### src/rtl/fsps_pkg.sv
// Behaviour
// - Supply reaching stop-charge level turns start-up source off, then line is watched.
// - Switching starts only if line appears before supply falls to start deadline.
// - No line within start window counts as brown-out; gate drive stays low.
// - Supply dropping to fault restart level turns start-up source on again.
// - Supply below undervoltage level while switching stops pulses, source back on.
// - Faults use fault restart level, not undervoltage level, as lower lockout.
// - Soft start selects quarter timer charge until timer passes its end level.
// - Feedback below burst enter level suspends switching; above exit level resumes.
// - Overload flag counts timer cycles, clears on drop; count 17 trips overload.
// - Line-loss flag counts timer cycles, clears on recovery; count 17 means brown-out.
// - Sense above short-circuit level after short blanking stops switching, auto-restarts.
// - Over-temperature stops switching with hysteresis, using reduced lower lockout.
// - Supply overvoltage held 60 us latches off until supply falls below release.
// - Timer pin held low 12 us outside ST_CHARGE latches the device off.
// - Line absent: source turns on for discharge after 32 timer cycles.
// - First discharge lasts 16 cycles, then source off 16 cycles to detect line.
// - Repeat 48 cycle discharge and 16 cycle detect until line reaches supply.
// - After reconnection source stays off until supply falls to reconnect level.
// - Two blanking intervals after turn-on; current comparator ignored during them.
// - Drive pulse ends when sensed current reaches feedback-set peak.
// - One timer cycle is a full timing-capacitor ramp; it clocks the overload, brown-out and line-absence counters.
package fsps_pkg;
  localparam int CLK_PERIOD_NS = 4;
  localparam int OVP_TIME_NS = 60000;
  localparam int OVP_CYC = (OVP_TIME_NS + CLK_PERIOD_NS - 1) / CLK_PERIOD_NS;
  localparam int TLATCH_TIME_NS = 12000;
  localparam int TLATCH_CYC = (TLATCH_TIME_NS + CLK_PERIOD_NS - 1) / CLK_PERIOD_NS;
  localparam int LEB_SHORT_NS = 270;
  localparam int LEB_LONG_NS = 400;
  localparam int LEB_SHORT_CYC = (LEB_SHORT_NS + CLK_PERIOD_NS - 1) / CLK_PERIOD_NS;
  localparam int LEB_LONG_CYC = (LEB_LONG_NS + CLK_PERIOD_NS - 1) / CLK_PERIOD_NS;
  localparam logic [7:0] BLANK_LOAD = 8'(LEB_LONG_CYC);
  localparam logic [7:0] BLANK_SHORT_LEFT = 8'(LEB_LONG_CYC - LEB_SHORT_CYC);
  localparam logic [5:0] FAULT_COUNT = 6'h11;
  localparam logic [5:0] XC_DELAY = 6'h20;
  localparam logic [5:0] XC_FIRST = 6'h10;
  localparam logic [5:0] XC_DETECT = 6'h10;
  localparam logic [5:0] XC_REPEAT = 6'h30;
  localparam logic [11:0] ADDR_CTRL = 12'h000;
  localparam logic [11:0] ADDR_STATUS = 12'h004;
  localparam logic [11:0] ADDR_COUNT = 12'h008;
  localparam logic [1:0] CTRL_RESET = 2'h3;
  localparam int CTRL_SW_EN = 0;
  localparam int CTRL_XC_EN = 1;

  typedef enum logic [3:0] {
    ST_CHARGE, ST_DETECT, ST_WAIT_RESTART, ST_RUN, ST_LATCH,
    ST_XWAIT, ST_XDIS, ST_XDET, ST_RECON
  } fsps_state_t;

  typedef struct packed {
    logic vcc_stop;
    logic vcc_deadline;
    logic vcc_uvlo_ok;
    logic vcc_restart_ok;
    logic vcc_reconnect_ok;
    logic vcc_latch_hold;
    logic vcc_ovp;
    logic line_present;
    logic line_loss;
    logic line_at_supply;
    logic fb_burst_low;
    logic fb_burst_high;
    logic fb_overload;
    logic cs_peak;
    logic cs_short;
    logic temp_hot;
    logic temp_cool;
    logic tmr_low;
    logic tmr_phase;
    logic tmr_ss_done;
    logic osc_set;
  } fsps_flags_t;

  typedef struct packed {
    fsps_flags_t sync1;
    fsps_flags_t sync2;
    logic phase_d;
    fsps_state_t state;
    logic gate;
    logic src;
    logic ss;
    logic burst;
    logic otp;
    logic latched;
    logic xfirst;
    logic [7:0] blank;
    logic [5:0] xcnt;
    logic [5:0] olp_cnt;
    logic [5:0] bo_cnt;
    logic [15:0] ovp_cnt;
    logic [15:0] tlow_cnt;
    logic [1:0] ctrl;
    logic pready;
    logic pslverr;
    logic [31:0] prdata;
  } fsps_regs_t;
endpackage

### src/rtl/fsps_top.sv
// Our own choices: the register offsets and the APB register port.
`timescale 1ns/1ns
`default_nettype none
module fsps_top #(
  parameter int OVP_CYCLES = fsps_pkg::OVP_CYC
) (
  // Clock and reset
  input wire logic sys_clk,
  input wire logic rst,
  // Analog comparator flags
  input wire fsps_pkg::fsps_flags_t comp_flags,
  // Power stage controls
  output logic gate_drive_output,
  output logic startup_source_on,
  output logic soft_start_quarter,
  output logic burst_active,
  output logic latched_fault,
  // APB slave
  input wire logic psel,
  input wire logic penable,
  input wire logic pwrite,
  input wire logic [11:0] paddr,
  input wire logic [31:0] pwdata,
  output logic [31:0] prdata,
  output logic pready,
  output logic pslverr
);
  fsps_pkg::fsps_regs_t s;
  fsps_pkg::fsps_regs_t n;
  fsps_pkg::fsps_flags_t f;
  logic tick;
  logic run_ok;
  logic fault_auto;
  logic olp_hit;
  logic bo_hit;
  logic scp_hit;

  function automatic logic [1:0] reg_sel(input logic [11:0] a);
    case (a)
      fsps_pkg::ADDR_CTRL: reg_sel = 2'h1;
      fsps_pkg::ADDR_STATUS: reg_sel = 2'h2;
      fsps_pkg::ADDR_COUNT: reg_sel = 2'h3;
      default: reg_sel = 2'h0;
    endcase
  endfunction

  assign f = s.sync2;
  // One timer cycle completes at each new charge ramp
  assign tick = f.tmr_phase & ~s.phase_d;
  assign run_ok = (s.state == fsps_pkg::ST_RUN) && !s.burst && s.ctrl[fsps_pkg::CTRL_SW_EN];
  assign olp_hit = f.fb_overload && tick && (s.olp_cnt == fsps_pkg::FAULT_COUNT - 6'h1);
  assign bo_hit = f.line_loss && tick && (s.bo_cnt == fsps_pkg::FAULT_COUNT - 6'h1);
  // Short-circuit check opens once the short blanking interval has passed
  assign scp_hit = s.gate && f.cs_short && (s.blank <= fsps_pkg::BLANK_SHORT_LEFT);
  assign fault_auto = olp_hit || bo_hit || scp_hit || s.otp;

  always_comb begin
    n = s;
    n.sync1 = comp_flags;
    n.sync2 = s.sync1;
    n.phase_d = f.tmr_phase;
    n.pready = 1'b0;
    n.pslverr = 1'b0;

    // Over-temperature hysteresis
    if (f.temp_hot) begin
      n.otp = 1'b1;
    end else if (f.temp_cool) begin
      n.otp = 1'b0;
    end

    // Qualify supply overvoltage and timer pull-down with clock counters
    n.ovp_cnt = f.vcc_ovp ? s.ovp_cnt + 16'h1 : 16'h0;
    n.tlow_cnt = (f.tmr_low && s.state != fsps_pkg::ST_CHARGE) ? s.tlow_cnt + 16'h1 : 16'h0;

    // Fault counters run only while switching
    if (s.state == fsps_pkg::ST_RUN && f.fb_overload) begin
      if (tick) n.olp_cnt = s.olp_cnt + 6'h1;
    end else begin
      n.olp_cnt = 6'h0;
    end
    if (s.state == fsps_pkg::ST_RUN && f.line_loss) begin
      if (tick) n.bo_cnt = s.bo_cnt + 6'h1;
    end else begin
      n.bo_cnt = 6'h0;
    end

    case (s.state)
      fsps_pkg::ST_CHARGE: begin
        if (f.vcc_stop) n.state = fsps_pkg::ST_DETECT;
      end
      fsps_pkg::ST_DETECT: begin
        if (f.line_present) begin
          n.state = s.otp ? fsps_pkg::ST_WAIT_RESTART : fsps_pkg::ST_RUN;
          n.ss = 1'b1;
        end else if (!f.vcc_deadline) begin
          n.state = fsps_pkg::ST_WAIT_RESTART;
        end
      end
      fsps_pkg::ST_WAIT_RESTART, fsps_pkg::ST_XWAIT: begin
        if (!f.vcc_restart_ok) begin
          n.state = fsps_pkg::ST_CHARGE;
        end else if (f.line_present || !s.ctrl[fsps_pkg::CTRL_XC_EN]) begin
          n.xcnt = 6'h0;
          n.state = fsps_pkg::ST_WAIT_RESTART;
        end else if (tick) begin
          n.state = fsps_pkg::ST_XWAIT;
          n.xcnt = s.xcnt + 6'h1;
          if (s.xcnt == fsps_pkg::XC_DELAY - 6'h1) begin
            n.state = fsps_pkg::ST_XDIS;
            n.xcnt = 6'h0;
            n.xfirst = 1'b1;
          end
        end
      end
      fsps_pkg::ST_RUN: begin
        if (!f.vcc_uvlo_ok) begin
          n.state = fsps_pkg::ST_CHARGE;
        end else if (fault_auto) begin
          n.state = fsps_pkg::ST_WAIT_RESTART;
        end
        if (f.fb_burst_low) begin
          n.burst = 1'b1;
        end else if (f.fb_burst_high) begin
          n.burst = 1'b0;
        end
        if (f.tmr_ss_done) n.ss = 1'b0;
      end
      fsps_pkg::ST_XDIS: begin
        if (f.line_at_supply) begin
          n.state = fsps_pkg::ST_WAIT_RESTART;
          n.xcnt = 6'h0;
        end else if (tick) begin
          n.xcnt = s.xcnt + 6'h1;
          if (s.xcnt == (s.xfirst ? fsps_pkg::XC_FIRST : fsps_pkg::XC_REPEAT) - 6'h1) begin
            n.state = fsps_pkg::ST_XDET;
            n.xcnt = 6'h0;
          end
        end
      end
      fsps_pkg::ST_XDET: begin
        if (f.line_present) begin
          n.state = fsps_pkg::ST_RECON;
          n.xcnt = 6'h0;
        end else if (tick) begin
          n.xcnt = s.xcnt + 6'h1;
          if (s.xcnt == fsps_pkg::XC_DETECT - 6'h1) begin
            n.state = fsps_pkg::ST_XDIS;
            n.xcnt = 6'h0;
            n.xfirst = 1'b0;
          end
        end
      end
      fsps_pkg::ST_RECON: begin
        if (!f.vcc_reconnect_ok) n.state = fsps_pkg::ST_CHARGE;
      end
      fsps_pkg::ST_LATCH: begin
        if (!f.vcc_latch_hold) n.state = fsps_pkg::ST_CHARGE;
      end
      default: n.state = fsps_pkg::ST_CHARGE;
    endcase

    // Latched faults override every other state
    if (s.state != fsps_pkg::ST_LATCH) begin
      if (s.ovp_cnt == 16'(OVP_CYCLES - 1) && f.vcc_ovp) n.state = fsps_pkg::ST_LATCH;
      if (s.tlow_cnt == 16'(fsps_pkg::TLATCH_CYC - 1) && f.tmr_low) begin
        n.state = fsps_pkg::ST_LATCH;
      end
    end

    // Drive pulse with two blanking intervals
    if (!run_ok || n.state != fsps_pkg::ST_RUN) begin
      n.gate = 1'b0;
      n.blank = 8'h0;
    end else if (!s.gate) begin
      if (f.osc_set) begin
        n.gate = 1'b1;
        n.blank = fsps_pkg::BLANK_LOAD;
      end
    end else if (s.blank != 8'h0) begin
      n.blank = s.blank - 8'h1;
    end else if (f.cs_peak) begin
      n.gate = 1'b0;
    end

    if (n.state != fsps_pkg::ST_RUN) begin
      n.burst = 1'b0;
      if (n.state != fsps_pkg::ST_DETECT) n.ss = 1'b0;
    end
    n.src = (n.state == fsps_pkg::ST_CHARGE) || (n.state == fsps_pkg::ST_XDIS);
    n.latched = (n.state == fsps_pkg::ST_LATCH);

    // Register access: answer registered in the setup cycle, no wait states
    if (psel && !penable) begin
      n.pready = 1'b1;
      n.prdata = 32'h0;
      case (reg_sel(paddr))
        2'h1: n.prdata = {30'h0, s.ctrl};
        2'h2: n.prdata = {23'h0, s.state, s.otp, s.latched, s.burst, s.ss, s.src};
        2'h3: n.prdata = {14'h0, s.xcnt, s.bo_cnt, s.olp_cnt};
        default: n.pslverr = 1'b1;
      endcase
    end
    if (psel && penable && s.pready && pwrite && reg_sel(paddr) == 2'h1) begin
      n.ctrl = pwdata[1:0];
    end
  end

  always_ff @(posedge sys_clk) begin
    if (rst) begin
      s <= '0;
      s.ctrl <= fsps_pkg::CTRL_RESET;
      s.src <= 1'b1;
    end else begin
      s <= n;
    end
  end

  assign gate_drive_output = s.gate;
  assign startup_source_on = s.src;
  assign soft_start_quarter = s.ss;
  assign burst_active = s.burst;
  assign latched_fault = s.latched;
  assign prdata = s.prdata;
  assign pready = s.pready;
  assign pslverr = s.pslverr;
endmodule // fsps_top
`default_nettype wire

### config.mk
export PLATFORM = sky130hd
export DESIGN_NAME = fsps_top
export DESIGN_NICKNAME = d
export VERILOG_FILES = /design/src/rtl/fsps_pkg.sv /design/src/rtl/fsps_top.sv
export SDC_FILE = /design/constraint.sdc
export NUM_CORES = 1
export LEC_CHECK = 0
export BUFFER_PORTS_ARGS = -buffer_cell sky130_fd_sc_hd__buf_2
export CAP_MARGIN = 0
export CORE_UTILIZATION = 45
export CTS_CLUSTER_SIZE = 40
export DETAILED_ROUTE_END_ITERATION = 12
export PLACE_DENSITY = 0.65
export SYNTH_ARGS = -nofsm -noshare
export SYNTH_HDL_FRONTEND = slang
export SYNTH_SLANG_ARGS = --single-unit
### constraint.sdc
create_clock -name sys_clk -period 3.3 [get_ports sys_clk]
set_clock_uncertainty 0.1 [all_clocks]
set_input_delay 0.66 -clock sys_clk [delete_from_list [all_inputs] [get_ports sys_clk]]
set_output_delay 0.66 -clock sys_clk [all_outputs]
set_load 0.03 [all_outputs]
==> run_results.csv <==
group,metric,value,unit
outcome,outcome,"complete, no violations",
power,switchingPower,0.750,mW
power,pwr-share-seq,0.443,
sta,setup_viol,0,
global_routing,antenna_found_initial,0,
power,combPwrFrac,0.037,
placement,placed_area,6090,µm²
final_layout,insertedDiodeCount,0,
logic_synthesis,syn_inst,653,
final_layout,layout.cells.most_common,"dfxtp_1",
critical_path,cp-end-kind,"register",
logic_synthesis,ys.flop_type,"dfxtp_1",
clock_tree,cts-hold-fix-buffers,0,
logic_synthesis,synth_edf_count,0,
clock_tree,root_buffer,"clkbuf_16",
floorplanning,placeableCoreArea,12600,µm²
placement,gp_congestion,0.841,
power,swShare,0.200,
logic_synthesis,synthArstFlopShare,0,
power,p_int,3.01,mW
drt,drc,0,
drt,drt_iter0_markers,258,
global_routing,grt_pass1_wl,19100,µm
sta,max_freq,0.370,GHz
sta,final.setup.tns,0,ns
hold_path,holdPathEnd,"f[14]",
drt,ant_nets,0,
floorplanning,die_w,116,µm
sta,period_share,0.820,
run,drv_cap,0,
logic_synthesis,synth_compound_area_frac,0.129,
logic_synthesis,synthAdderAreaFrac,0.0194,
sta,slew_headroom,0.513,
global_routing,grt_usage,0.185,
critical_path,r2r-end,"s[83]",
clock_tree,numCtsBuffers,17,
drt,wirelength,11300,µm
logic_synthesis,seq_area_frac_synth,0.462,
logic_synthesis,netlist_area,5800,µm²
floorplanning,rows,41,
drt,via_per_inst,5.10,
logic_synthesis,synth_cell_type_count,57,
placement,hpwl,8170,µm
placement,portBuffers,64,
global_routing,grt-ovfl-total,0,
sta,worst_pin_slew,0.731,ns
final_layout,fin_nets,775,
logic_synthesis,yosys_warnings,0,
sta,hold_viol_final,0,
logic_synthesis,yosys.area_share.simple,0.261,
drt,routedWlPerCell,12.9,µm
power,power_density,559,nW/µm²
critical_path,cp_data_required_time,3.54,ns
clock_tree,clockBufferDepth,2,
logic_synthesis,yosysTopAreaCellShare,0.462,
hold_path,whs_path_depth,1,
logic_synthesis,synth_top_area_cell,"dfxtp_1",
global_routing,grt_pass1_vias,4264,
critical_path,worstPathMaxFanout,20,
critical_path,ff2ff_setup_slack,0.59,ns
floorplanning,die-area,13400,µm²
floorplanning,ios,109,
floorplanning,die_h,116,µm
final_layout,area_delta_synth_final,15.8,%
power,pwr-share-clk,0.520,
clock_tree,cts_max_level,4,
clock_tree,ctsResizeCount,0,
logic_synthesis,synth_area_per_cell,8.88,µm²
power,ir_drop,470,µV
logic_synthesis,synthTopCellsByArea,"dfxtp_1 (46%), nor2_1 (5.4%), nor2b_1 (5.4%)",
critical_path,path_class,"register to register",
critical_path,worstSetupStartpointType,"register",
drt,firstDrtPassIters,6,
hold_path,hp-start,"n[120]",
critical_path,r2r-start,"s[101]",
power,p_leak,2.55,nW
clock_tree,insertion_delay,0.41,ns
clock_tree,post_cts_buffers,0,
drt,dr_total_vias,4495,
clock_tree,clk_pin_slew,0.06,ns
final_layout,final_cell_mix,"dfxtp_1 (134), nor2_1 (84), buf_2 (64)",
critical_path,cp_data_arrival_time,2.94,ns
floorplanning,initial_core_util,0.460,
sta,drv_slew,0,
hold_path,worstHoldPathType,"register to register",
global_routing,grt_max_degree,52,
power,p_total,3.76,mW
sta,min_period,2.71,ns
logic_synthesis,synth_xor_area_frac,0.0528,
final_layout,fin_area,6720,µm²
clock_tree,cts_tree,"built",
logic_synthesis,synth_top_family_by_area,"simple AND/OR/NAND/NOR gates",
final_layout,drive_gt1_frac,0.157,
sta,rsz0062_at_grt,"false",
critical_path,r2r_cells,5,
logic_synthesis,synth_mux_area_frac,0.00518,
clock_tree,clock-sinks,134,
logic_synthesis,ys_ff_latch,134,
[flip-flops by register name (all words and copies together) (netlist names)]
signal / count
burst_active: 1
f: 21
gate_drive_output: 1
latched_fault: 1
n: 21
prdata: 18
pready: 1
pslverr: 1
s: 67
soft_start_quarter: 1
startup_source_on: 1
[worst max path at each step]
stage / endpoint / slack (ns) / start
after CTS: s[83] / 0.62 / s[101]
after global placement: s[83] / 0.65 / s[101]
after global routing: s[83] / 0.39 / s[101]
final: s[83] / 0.59 / s[101]
after floorplan: startup_source_on / 1.01 / s[62]
after detailed placement: s[83] / 0.65 / s[101]
[synthesized netlist by cell type (8+ instances only)]
cell type / instances
dfxtp_1: 134
a21oi_1: 36
nor3_1: 16
nor2b_1: 50
nand2b_1: 10
a22oi_1: 17
or3_1: 14
clkbuf_1: 22
nand4_1: 9
xor2_1: 23
nand3_1: 23
xnor2_1: 12
nor2_1: 84
ha_1: 9
buf_4: 32
inv_1: 18
a22o_1: 8
o21ai_0: 19
nand2_1: 35
[layer usage]
layer,global-route usage,wire length [µm],vias up
met2,0.315,5440,101
li1,-,-,2305
met1,0.220,5170,2079
met5,0,0,-
met4,0.0701,123,0
met3,0.0533,597,10
[cells by family after synthesis]
logic type | count (synthesis)
buffers and inverters | 76
and+or+nand+nor | 283
xor gates and xnor gates | 35
other | 1
muxes | 3
DFF | 134
adders and majority gates | 9
AOI/OAI and AO/OA | 112
[per-stage QoR]
| stage | hold WS (ns) | setup WS [ns] | cells | util |
|---|---|---|---|---|
| floorplan | 0.313 | 1.01 | 666 | - |
| global placement | 0.316 | 0.653 | 849 | 0.482 |
| detailed placement | 0.323 | 0.655 | 849 | 0.482 |
| CTS | 0.336 | 0.624 | 881 | 0.532 |
| global route | 0.345 | 0.391 | 881 | 0.532 |
| finish | 0.330 | 0.595 | 881 | 0.532 |
[power by group through the flow]
stage	sequential (mW)	combinational, mW	clock (mW)
6_report	1.66	0.139	1.95
5_1_grt	1.66	0.156	2.06
4_1_cts	1.66	0.140	2.00
3_5_place_dp	1.70	0.139	0
3_3_place_gp	1.70	0.137	0
2_1_floorplan	1.69	0.110	0
[area by class of cell]
| type | instances | area [µm²] |
|---|---|---|
| Fill cell | 1203 | 5900 |
| Clock buffer | 25 | 515 |
| Clock inverter | 7 | 115 |
| Timing Repair Buffer | 69 | 358 |
| Inverter | 18 | 67.6 |
| Tap cell | 172 | 215 |
| Sequential cell | 134 | 2680 |
| Multi-Input combinational cell | 456 | 2760 |
[worst max-delay path, stage by stage, from the launching register on]
cell,delay (ns)
dfxtp_1,0.52
or3b_1,0.51
a221oi_1,0.33
o22ai_1,0.32
or4b_2,0.71
a21oi_1,0.15
No activity file was read; power rests on OpenSTA's default activity.
